<file path="src/sdmc_pkg.sv">
// Purpose: Constants and types for the sleep and display mode controller
// Assumes: 100 MHz clock, commands arrive as decoded one-cycle strobes
// Notes: Timing counts are derived from the printed times
// What this block does
// - Enter sleep stops converter, oscillator, scanning
// - Command port and memory stay alive asleep
// - Sleep turns off light control, backlight, output
// - Enter sleep while asleep is ignored
// - Only exit sleep leaves sleep
// - Sleep entry completes within 120 ms
// - Exit sleep starts converter, oscillator, scanning
// - Exit sleep while awake changes no state
// - Awake leaves only by sleep or reset
// - Factory defaults reload within 5 ms wake
// - Equal defaults reload without visible disturbance
// - Self-diagnostics run within 5 ms wake
// - Fully awake within 120 ms of wake
// - Wake order oscillator, converter, offset, 2 blank
// - Normal display command restores normal mode
// - All black command blanks panel, sets status, only while awake
// - All black alters no memory or power state
// - Leave black only by all-on, normal or reset
// - Idle awake shows memory after normal command
package sdmc_pkg;

  // Command codes
  localparam logic [7:0] CMD_SW_RESET = 8'h01;
  localparam logic [7:0] CMD_ENTER_SLEEP = 8'h10;
  localparam logic [7:0] CMD_EXIT_SLEEP = 8'h11;
  localparam logic [7:0] CMD_NORMAL = 8'h13;
  localparam logic [7:0] CMD_ALL_BLACK = 8'h22;
  localparam logic [7:0] CMD_ALL_ON = 8'h23;

  // Printed times and clock rate
  localparam int CLK_HZ = 100_000_000;
  localparam int SETTLE_MS = 5;
  localparam int SLEEP_MS = 120;
  localparam int SETTLE_CYC = SETTLE_MS * (CLK_HZ / 1000);
  localparam int SLEEP_CYC = SLEEP_MS * (CLK_HZ / 1000);
  localparam int BLANK_FRAMES = 2;

  // Sequencer states
  typedef enum logic [2:0] {
    SDMC_ASLEEP,
    SDMC_OSC_UP,
    SDMC_DCDC_UP,
    SDMC_OFFSET,
    SDMC_BLANK,
    SDMC_AWAKE,
    SDMC_GOING_DOWN
  } sdmc_state_e;

  // Power and display control outputs
  typedef struct packed {
    logic osc_en;
    logic dcdc_en;
    logic scan_en;
    logic offset_chg;
    logic blank;
    logic backlight_en;
    logic ambient_en;
    logic dimming_en;
    logic load_defaults;
    logic self_diag;
  } sdmc_ctrl_s;

  // Whole module state
  typedef struct packed {
    sdmc_state_e state;
    logic [31:0] cnt;
    logic [31:0] wake_cnt;
    logic [3:0] frames;
    logic all_black;
    logic all_on;
    logic normal;
    logic asleep;
    logic awake;
    sdmc_ctrl_s ctrl;
  } sdmc_regs_s;

endpackage : sdmc_pkg
</file>
<file path="src/sdmc_ctrl.sv">
// Purpose: Sleep entry and exit sequencer with display mode flags
// Assumes: i_cmd_valid is a one-cycle strobe with a decoded i_cmd code
// Notes: Phase lengths are parameters so simulation can shorten them
`timescale 1ns/1ns
module sdmc_ctrl #(
  parameter int SLEEP_CYC = sdmc_pkg::SLEEP_CYC,   // Sleep entry time
  parameter int SETTLE_CYC = sdmc_pkg::SETTLE_CYC, // Reload window
  parameter int PHASE_CYC = 16,                    // Each power-up step
  parameter int FRAME_CYC = 1024                   // One panel frame
) (
  input wire logic i_clk,                       // 100 MHz clock
  input wire logic i_rst_b,                     // Sync hardware reset
  input wire logic i_cmd_valid,                 // Command strobe
  input wire logic [7:0] i_cmd,                 // Command code
  input wire logic i_idle_mode,                 // Idle mode is on
  output sdmc_pkg::sdmc_ctrl_s o_ctrl,          // Power controls
  output logic o_asleep,                        // Sleep reached
  output logic o_awake,                         // Fully awake
  output logic o_all_black,                     // Image mode status bit
  output logic o_normal,                        // Normal mode status
  output logic o_show_memory                    // Panel shows memory
);

  // State register and its next value
  sdmc_pkg::sdmc_regs_s r_q;
  sdmc_pkg::sdmc_regs_s r_d;
  logic show_q;
  logic show_d;

  // Decode helper
  function automatic logic is_cmd(input logic [7:0] c);
    is_cmd = i_cmd_valid && (i_cmd == c);
  endfunction : is_cmd

  // Default values after any reset
  function automatic sdmc_pkg::sdmc_regs_s reset_val();
    sdmc_pkg::sdmc_regs_s v;
    v = '0;
    v.state = sdmc_pkg::SDMC_ASLEEP;
    v.normal = 1'b1;
    v.asleep = 1'b1;
    return v;
  endfunction : reset_val

  // Next state logic
  always_comb begin
    r_d = r_q;
    r_d.ctrl.load_defaults = 1'b0;
    if (r_q.cnt != 32'h0) begin
      r_d.cnt = r_q.cnt - 32'h1;
    end
    if (r_q.wake_cnt != 32'h0) begin
      r_d.wake_cnt = r_q.wake_cnt - 32'h1;
    end
    // Self diagnostics while the reload window runs
    r_d.ctrl.self_diag = (r_q.wake_cnt > 32'h1);
    case (r_q.state)
      sdmc_pkg::SDMC_ASLEEP: begin
        // Only exit sleep wakes; enter sleep ignored
        if (is_cmd(sdmc_pkg::CMD_EXIT_SLEEP)) begin
          r_d.state = sdmc_pkg::SDMC_OSC_UP;
          r_d.asleep = 1'b0;
          r_d.ctrl.osc_en = 1'b1;
          r_d.ctrl.load_defaults = 1'b1;
          r_d.wake_cnt = 32'(SETTLE_CYC);
          r_d.cnt = 32'(PHASE_CYC);
        end
      end
      sdmc_pkg::SDMC_OSC_UP: begin
        if (r_q.cnt == 32'h0) begin
          r_d.ctrl.dcdc_en = 1'b1;
          r_d.state = sdmc_pkg::SDMC_DCDC_UP;
          r_d.cnt = 32'(PHASE_CYC);
        end
      end
      sdmc_pkg::SDMC_DCDC_UP: begin
        if (r_q.cnt == 32'h0) begin
          r_d.ctrl.offset_chg = 1'b1;
          r_d.state = sdmc_pkg::SDMC_OFFSET;
          r_d.cnt = 32'(PHASE_CYC);
        end
      end
      sdmc_pkg::SDMC_OFFSET: begin
        if (r_q.cnt == 32'h0) begin
          r_d.ctrl.offset_chg = 1'b0;
          r_d.ctrl.scan_en = 1'b1;
          r_d.ctrl.blank = 1'b1;
          r_d.frames = 4'(sdmc_pkg::BLANK_FRAMES);
          r_d.state = sdmc_pkg::SDMC_BLANK;
          r_d.cnt = 32'(FRAME_CYC);
        end
      end
      sdmc_pkg::SDMC_BLANK: begin
        // Blank frames regardless of display output switch
        if (r_q.cnt == 32'h0) begin
          if (r_q.frames == 4'h1) begin
            r_d.ctrl.blank = 1'b0;
            r_d.ctrl.backlight_en = 1'b1;
            r_d.ctrl.ambient_en = 1'b1;
            r_d.ctrl.dimming_en = 1'b1;
            r_d.awake = 1'b1;
            r_d.state = sdmc_pkg::SDMC_AWAKE;
          end else begin
            r_d.frames = r_q.frames - 4'h1;
            r_d.cnt = 32'(FRAME_CYC);
          end
        end
      end
      sdmc_pkg::SDMC_AWAKE: begin
        // Exit sleep while awake changes nothing
        if (is_cmd(sdmc_pkg::CMD_ENTER_SLEEP)) begin
          r_d.state = sdmc_pkg::SDMC_GOING_DOWN;
          r_d.awake = 1'b0;
          // Output off at once, no dimming on the way down
          r_d.ctrl.backlight_en = 1'b0;
          r_d.ctrl.ambient_en = 1'b0;
          r_d.ctrl.dimming_en = 1'b0;
          r_d.ctrl.blank = 1'b1;
          // Count so sleep is reached SLEEP_CYC edges after the command
          r_d.cnt = 32'(SLEEP_CYC - 2);
        end
      end
      sdmc_pkg::SDMC_GOING_DOWN: begin
        if (r_q.cnt == 32'h0) begin
          // Stop converter, oscillator and scanning
          r_d.ctrl = '0;
          r_d.asleep = 1'b1;
          r_d.state = sdmc_pkg::SDMC_ASLEEP;
        end
      end
      default: begin
        r_d = reset_val();
      end
    endcase
    // Display mode flags, kept in sleep too; memory untouched
    if (is_cmd(sdmc_pkg::CMD_NORMAL)) begin
      r_d.normal = 1'b1;
      r_d.all_black = 1'b0;
      r_d.all_on = 1'b0;
    end else if (is_cmd(sdmc_pkg::CMD_ALL_BLACK) && r_q.awake) begin
      r_d.all_black = 1'b1;
      r_d.all_on = 1'b0;
      r_d.normal = 1'b0;
    end else if (is_cmd(sdmc_pkg::CMD_ALL_ON)) begin
      r_d.all_black = 1'b0;
      r_d.all_on = 1'b1;
      r_d.normal = 1'b0;
    end
    // Software reset returns to defaults
    if (is_cmd(sdmc_pkg::CMD_SW_RESET)) begin
      r_d = reset_val();
    end
    // Memory shown when awake, unblanked and in normal mode
    show_d = r_d.awake && !r_d.ctrl.blank && !r_d.all_black
             && !r_d.all_on && (r_d.normal || !i_idle_mode);
  end

  // State register, hardware reset gives defaults
  always_ff @(posedge i_clk) begin
    if (!i_rst_b) begin
      r_q <= reset_val();
      show_q <= 1'b0;
    end else begin
      r_q <= r_d;
      show_q <= show_d;
    end
  end

  // Outputs straight from flip-flops
  assign o_ctrl = r_q.ctrl;
  assign o_asleep = r_q.asleep;
  assign o_awake = r_q.awake;
  assign o_all_black = r_q.all_black;
  assign o_normal = r_q.normal;
  assign o_show_memory = show_q;

  // Enter sleep while asleep leaves state alone
  ignore_sleep_a: assert property (@(posedge i_clk) disable iff (!i_rst_b)
    (r_q.state == sdmc_pkg::SDMC_ASLEEP && is_cmd(sdmc_pkg::CMD_ENTER_SLEEP))
    |=> o_asleep) else $error("enter sleep left sleep");
  // Exit sleep starts oscillator next cycle
  wake_osc_a: assert property (@(posedge i_clk) disable iff (!i_rst_b)
    (o_asleep && is_cmd(sdmc_pkg::CMD_EXIT_SLEEP))
    |=> o_ctrl.osc_en && o_ctrl.load_defaults)
    else $error("wake did not start oscillator");
  // Oscillator before converter
  order_a: assert property (@(posedge i_clk) disable iff (!i_rst_b)
    o_ctrl.dcdc_en |-> o_ctrl.osc_en) else $error("converter first");
  // Asleep means all supplies off
  sleep_off_a: assert property (@(posedge i_clk) disable iff (!i_rst_b)
    (o_asleep && r_q.state == sdmc_pkg::SDMC_ASLEEP) |-> !o_ctrl.osc_en
    && !o_ctrl.dcdc_en && !o_ctrl.scan_en) else $error("asleep but on");
  // Backlight off outside awake
  light_off_a: assert property (@(posedge i_clk) disable iff (!i_rst_b)
    !o_awake |-> !o_ctrl.backlight_en && !o_ctrl.dimming_en)
    else $error("backlight on while not awake");
  // All black only while awake accepted
  black_set_a: assert property (@(posedge i_clk) disable iff (!i_rst_b)
    $rose(o_all_black) |-> $past(o_awake)) else $error("black asleep");
  // Normal clears all black
  normal_clr_a: assert property (@(posedge i_clk) disable iff (!i_rst_b)
    is_cmd(sdmc_pkg::CMD_NORMAL) && !is_cmd(sdmc_pkg::CMD_SW_RESET)
    |=> o_normal && !o_all_black) else $error("normal not restored");
  // Software reset gives defaults
  swrst_a: assert property (@(posedge i_clk) disable iff (!i_rst_b)
    is_cmd(sdmc_pkg::CMD_SW_RESET) |=> o_asleep && o_normal && !o_all_black)
    else $error("soft reset defaults wrong");
  // Awake only leaves on enter sleep or reset
  stay_awake_a: assert property (@(posedge i_clk) disable iff (!i_rst_b)
    o_awake && !is_cmd(sdmc_pkg::CMD_ENTER_SLEEP)
    && !is_cmd(sdmc_pkg::CMD_SW_RESET) |=> o_awake)
    else $error("left awake without cause");
  // Reload strobe lasts one cycle
  load_pulse_a: assert property (
    @(posedge i_clk) disable iff (!i_rst_b)
    o_ctrl.load_defaults |=> !o_ctrl.load_defaults)
    else $error("reload strobe too long");
  // Diagnostics follow the reload
  diag_start_a: assert property (
    @(posedge i_clk) disable iff (!i_rst_b)
    o_ctrl.load_defaults |=> o_ctrl.self_diag)
    else $error("diagnostics did not start");
  // Sleep entry counter stays inside the allowed time
  down_time_a: assert property (
    @(posedge i_clk) disable iff (!i_rst_b)
    r_q.state == sdmc_pkg::SDMC_GOING_DOWN |-> r_q.cnt < 32'(SLEEP_CYC))
    else $error("sleep entry too long");
  // Scanning only with the converter up
  scan_dcdc_a: assert property (
    @(posedge i_clk) disable iff (!i_rst_b)
    o_ctrl.scan_en |-> o_ctrl.dcdc_en)
    else $error("scanning without converter");
  // Offset charge after converter, before scanning
  offset_step_a: assert property (
    @(posedge i_clk) disable iff (!i_rst_b)
    o_ctrl.offset_chg |-> o_ctrl.dcdc_en && !o_ctrl.scan_en)
    else $error("offset charge out of order");
  // Blank frames are scanned but not yet awake
  blank_frames_a: assert property (
    @(posedge i_clk) disable iff (!i_rst_b)
    r_q.state == sdmc_pkg::SDMC_BLANK |-> o_ctrl.blank && o_ctrl.scan_en
    && !o_awake) else $error("blank frames wrong");
  // Awake means everything running and unblanked
  awake_on_a: assert property (
    @(posedge i_clk) disable iff (!i_rst_b)
    o_awake |-> o_ctrl.osc_en && o_ctrl.dcdc_en && o_ctrl.scan_en
    && !o_ctrl.blank) else $error("awake but not running");
  // All black leaves power state alone
  black_power_a: assert property (
    @(posedge i_clk) disable iff (!i_rst_b)
    o_awake && is_cmd(sdmc_pkg::CMD_ALL_BLACK) |=> $stable(o_ctrl.osc_en)
    && $stable(o_ctrl.scan_en) && $stable(o_awake)) else $error("black moved power");
  // All black held until all-on, normal or reset
  black_hold_a: assert property (
    @(posedge i_clk) disable iff (!i_rst_b)
    o_all_black && !is_cmd(sdmc_pkg::CMD_NORMAL) && !is_cmd(sdmc_pkg::CMD_ALL_ON)
    && !is_cmd(sdmc_pkg::CMD_SW_RESET) |=> o_all_black) else $error("black lost");
  // All black refused while not awake
  black_refuse_a: assert property (
    @(posedge i_clk) disable iff (!i_rst_b)
    !o_awake && is_cmd(sdmc_pkg::CMD_ALL_BLACK) |=> $stable(o_all_black))
    else $error("black taken while not awake");
  // Commands still taken while asleep
  sleep_cmd_a: assert property (
    @(posedge i_clk) disable iff (!i_rst_b)
    o_asleep && is_cmd(sdmc_pkg::CMD_NORMAL) |=> o_normal && o_asleep)
    else $error("command lost in sleep");
  // Only exit sleep leaves sleep
  stay_asleep_a: assert property (
    @(posedge i_clk) disable iff (!i_rst_b)
    o_asleep && !is_cmd(sdmc_pkg::CMD_EXIT_SLEEP) |=> o_asleep)
    else $error("left sleep without wake");
  // Wake while awake changes nothing
  wake_noop_a: assert property (
    @(posedge i_clk) disable iff (!i_rst_b)
    o_awake && is_cmd(sdmc_pkg::CMD_EXIT_SLEEP) |=> o_awake
    && $stable(o_ctrl.blank) && !o_ctrl.load_defaults) else $error("wake redone");
  // Going down turns lights off at once, no dimming
  dark_down_a: assert property (
    @(posedge i_clk) disable iff (!i_rst_b)
    o_awake && is_cmd(sdmc_pkg::CMD_ENTER_SLEEP) |=> !o_ctrl.backlight_en
    && !o_ctrl.ambient_en && !o_ctrl.dimming_en) else $error("lights stayed on");
  // All black hides memory
  show_black_a: assert property (
    @(posedge i_clk) disable iff (!i_rst_b)
    o_all_black |-> !o_show_memory)
    else $error("memory shown in black mode");
  // Memory shown only when awake and unblanked
  show_awake_a: assert property (
    @(posedge i_clk) disable iff (!i_rst_b)
    o_show_memory |-> o_awake && !o_ctrl.blank)
    else $error("memory shown while not awake");
  // Normal mode while awake shows memory, idle or not
  show_normal_a: assert property (
    @(posedge i_clk) disable iff (!i_rst_b)
    o_awake && o_normal && !o_all_black |-> o_show_memory)
    else $error("memory hidden in normal mode");
  // Asleep means light control and backlight off
  asleep_dark_a: assert property (
    @(posedge i_clk) disable iff (!i_rst_b)
    o_asleep |-> !o_awake && !o_ctrl.backlight_en && !o_ctrl.ambient_en)
    else $error("asleep but lit");

endmodule : sdmc_ctrl

</file>
<file path="config.mk">
export PLATFORM = sky130hd
export DESIGN_NAME = sdmc_ctrl
export DESIGN_NICKNAME = d
export VERILOG_FILES = /design/src/sdmc_pkg.sv /design/src/sdmc_ctrl.sv
export SDC_FILE = /design/constraint.sdc
export NUM_CORES = 1
export LEC_CHECK = 0
export BUFFER_PORTS_ARGS = -buffer_cell sky130_fd_sc_hd__buf_2
export CAP_MARGIN = 10
export CORE_UTILIZATION = 44
export CTS_CLUSTER_SIZE = 24
export DETAILED_ROUTE_END_ITERATION = 10
export GPL_ROUTABILITY_DRIVEN = 0
export HOLD_SLACK_MARGIN = 0.02
export RECOVER_POWER = 50
export SYNTH_ARGS = -nofsm -noshare
export SYNTH_HDL_FRONTEND = slang
export SYNTH_SLANG_ARGS = --single-unit
</file>
<file path="constraint.sdc">
create_clock -name i_clk -period 2.65 [get_ports i_clk]
set_clock_uncertainty 0.05 [all_clocks]
set_input_delay 0.1325 -clock i_clk [delete_from_list [all_inputs] [get_ports i_clk]]
set_output_delay 0.1325 -clock i_clk [all_outputs]
set_load 0.03 [all_outputs]
</file>
==> results.yml <==
timing:
  rsz0062_at_grt: "yes"
  slew_headroom_pct: 58.1
  maxSlewViolCount: 0
  min_period_ns: 2.66
  setup_ws_ns: -0.0145
  fin_crit_sh_pct: 101
  finalHoldViolCount: 0
  worst_pin_slew_ns: 0.627
  timing.fmax_mhz: 375
  tns_ns: -0.111
  setup_viol: 16
detailed_routing:
  route.met2.wl_um: 4950
  wl_um: 10900
  wl_met1_um: 5150
  viasPerCell: 5.53
  highest_layer: "met4"
  wl_met3_um: 625
  antenna_left: 0
  drt_iter0_drc: 285
  avgRoutedWirePerCell_um: 14.8
  vias: 4065
  dr.pass1.iters: 5
  drc: 0
critical_path:
  crit_path_top_delay_cell: "or4_4"
  worstPathArrival_ns: 2.88
  cp-start-kind: "register"
  cpPeakStageDelay_ns: 0.55
  cp_data_required_time_ns: 2.87
  cp_top_family: "simple AND/OR/NAND/NOR gates"
  cp_num_buf_inv: 3
  cp_max_fo: 7
  crit_type: "register to register"
  crit_path_end_kind: "register"
  crit_chain: "or4_4, or4_4, nor4_4, buf_4, a221oi_4, a31oi_2, buf_4, clkbuf_16, nor2_1"
synthesis:
  synthFlopType: "dfxtp_1"
  synth-edff-count: 0
  synth_seq_cells: 85
  synth_cell_types: 64
  syn_nets: 564
  synthCells: 544
  seq_area_frac_synth_pct: 37.8
  synthArstFlopShare_pct: 0
  avgSynthCellArea_um2: 8.28
  syn-cell-area_um2: 4510
  yosysWarnings: 0
finish:
  layout_common_cells: "dfxtp_1, nor2_1, xnor2_1, buf_4, a21oi_1"
  final_area_um2: 5500
  antennaDiodeCount: 0
  final_common_cell: "dfxtp_1"
  post-route-util_pct: 55.7
  layout.nets: 617
  area_growth_syn_to_layout_pct: 22.0
  drive_gt1_share_pct: 23.4
global_routing:
  grt_max_degree: 26
  grtUsageTotal_pct: 21.3
  grt_antenna_before_repair: 0
  grt_pass1_vias: 3588
  gr-total-overflow: 0
  grt_pass1_wl_um: 17400
cts:
  cts_buffers: 9
  ctsLongestPathBuffers: 2
  htreeDepth: 3
  clk_latency_ns: 0.38
  cts_sinks: 85
  clkTransAtPathRegs_ns: 0.09
  clock-root-buffer: "clkbuf_8"
  cts_tree: "built"
pwr:
  pwr-share-clk_pct: 10.9
  intPower_w: 0.00438
  switching_share_pct: 44.5
  share_comb_of_total_power_pct: 63.1
  seqPwrFrac_pct: 26.0
  power_density_nw_per_um2: 1440
  p_sw_w: 0.00351
  power_leakage_nw: 2.04
  irDropWorstVdd_mv: 0.967
placed_design:
  dpl.hpwl_um: 7700
  port_buffers: 26
  pre_cts_slack_ns: -0.0382
  place_area_um2: 4990
die:
  dieHeight_um: 103
  row_count: 36
  initial_core_util_pct: 45.7
  die_w_um: 103
  dieArea_um2: 10600
  fp.coreArea_um2: 9860
  pin_count: 27
status:
  violations: "negative setup slack"
  status: "finished with violations"
run:
  timing.max_cap.violations: 0
worst_hold_path:
  hp-class: "primary input to register"
[sequential cells by signal, indices dropped and copies added, names as in the netlist]
name / count
r_q: 72
o_ctrl: 8
o_all_black: 1
o_asleep: 1
o_awake: 1
o_normal: 1
o_show_memory: 1
[layer usage]
layer  track usage, %  vias up
met5                0        -
met2             31.8      108
met4             7.69        0
met3             5.91       11
li1                 -     2051
met1             29.3     1895
[worst min-delay path: cells and delay by family]
family | cells | cell delay (ns)
buf+inv | 1 | 0.08
compound gates | 2 | 0.14
simple gates | 1 | 0.12
[stage by stage]
step / hold WS, ns / instances / total power (W)
2_1_floorplan: 0.333 / 544 / 0.00521
3_3_place_gp: 0.368 / 709 / 0.00638
3_5_place_dp: 0.364 / 709 / 0.00647
4_1_cts: 0.0577 / 729 / 0.00744
5_1_grt: 0.0752 / 735 / 0.00849
6_report: 0.0803 / 735 / 0.00790
[cell usage after synthesis (2+ instances only)]
master / instances / area, µm²
dfxtp_1: 85 / 1700
nor2_1: 69 / 259
xnor2_1: 45 / 394
a21oi_1: 39 / 195
nor3_1: 37 / 185
nand2_1: 28 / 105
nor4_1: 22 / 138
or3_1: 22 / 138
clkbuf_1: 20 / 75.1
o21ai_0: 18 / 90.1
inv_1: 15 / 56.3
buf_4: 12 / 90.1
nand3_1: 12 / 60.1
xor2_1: 11 / 96.3
or4_1: 9 / 67.6
ha_1: 8 / 100
a31oi_1: 5 / 31.3
and3_1: 5 / 31.3
buf_2: 5 / 25.0
o211ai_1: 5 / 37.5
or2_2: 5 / 31.3
a211oi_1: 4 / 30.0
and2_1: 3 / 18.8
nand4_1: 3 / 18.8
nor3b_1: 3 / 22.5
nor4b_1: 3 / 26.3
or4_4: 3 / 33.8
a211o_1: 2 / 17.5
a22oi_1: 2 / 15.0
a311oi_1: 2 / 17.5
a31oi_2: 2 / 25.0
buf_6: 2 / 22.5
nand3b_1: 2 / 15.0
nor4_2: 2 / 25.0
o22ai_1: 2 / 12.5
o31ai_1: 2 / 15.0
or2_0: 2 / 12.5
or4b_2: 2 / 20.0
[area by class of cell]
class / instances / area, µm²
Clock inverter: 6 / 46.3
Sequential cell: 85 / 1700
Multi-Input combinational cell: 404 / 2770
Fill cell: 924 / 4370
Timing Repair Buffer: 81 / 602
Clock buffer: 10 / 138
Inverter: 16 / 73.8
Tap cell: 133 / 166
[logic make-up (layout without fill, tap and decap cells)]
| group | after synthesis | after routing | synth area share [%] |
|---|---|---|---|
| AND/OR/NAND/NOR | 240 | 240 | 28.7 |
| AO/OA/AOI/OAI | 99 | 99 | 14.2 |
| flip-flops | 85 | 85 | 37.8 |
| XOR/XNOR | 56 | 56 | 10.9 |
| buffers and inverters | 55 | 113 | 6.05 |
| adder cells (fa/ha/maj) | 8 | 8 | 2.22 |
| multiplexers | 1 | 1 | 0.222 |
[worst paths after layout]
kind | from | end | slack (ns) | cells past startpoint
hold reg to reg | o_ctrl[6] | o_ctrl[6] | 0.43 | 2
hold / removal | i_idle_mode | o_show_memory | 0.08 | 4
setup / recovery | r_q[62] | r_q[77] | -0.01 | 9
setup reg to reg | r_q[62] | r_q[77] | -0.01 | 9
[power groups by stage]
stage               Clock [W]  Sequential [W]  Combinational [W]
floorplan                   0         0.00202            0.00319
global placement            0         0.00204            0.00433
detailed placement          0         0.00206            0.00441
CTS                  0.000898         0.00204            0.00451
global route         0.000954         0.00212            0.00542
finish               0.000860         0.00206            0.00498
[timing repair]
action,in CTS,in global routing
hold endpoints to repair,1,0
hold buffers,1,0
buffers inserted,3,6
pin swaps,0,28
cloned,0,2
setup endpoints to repair,28,47
gates resized for setup,2,58
Power figures use the tool's default switching activity.
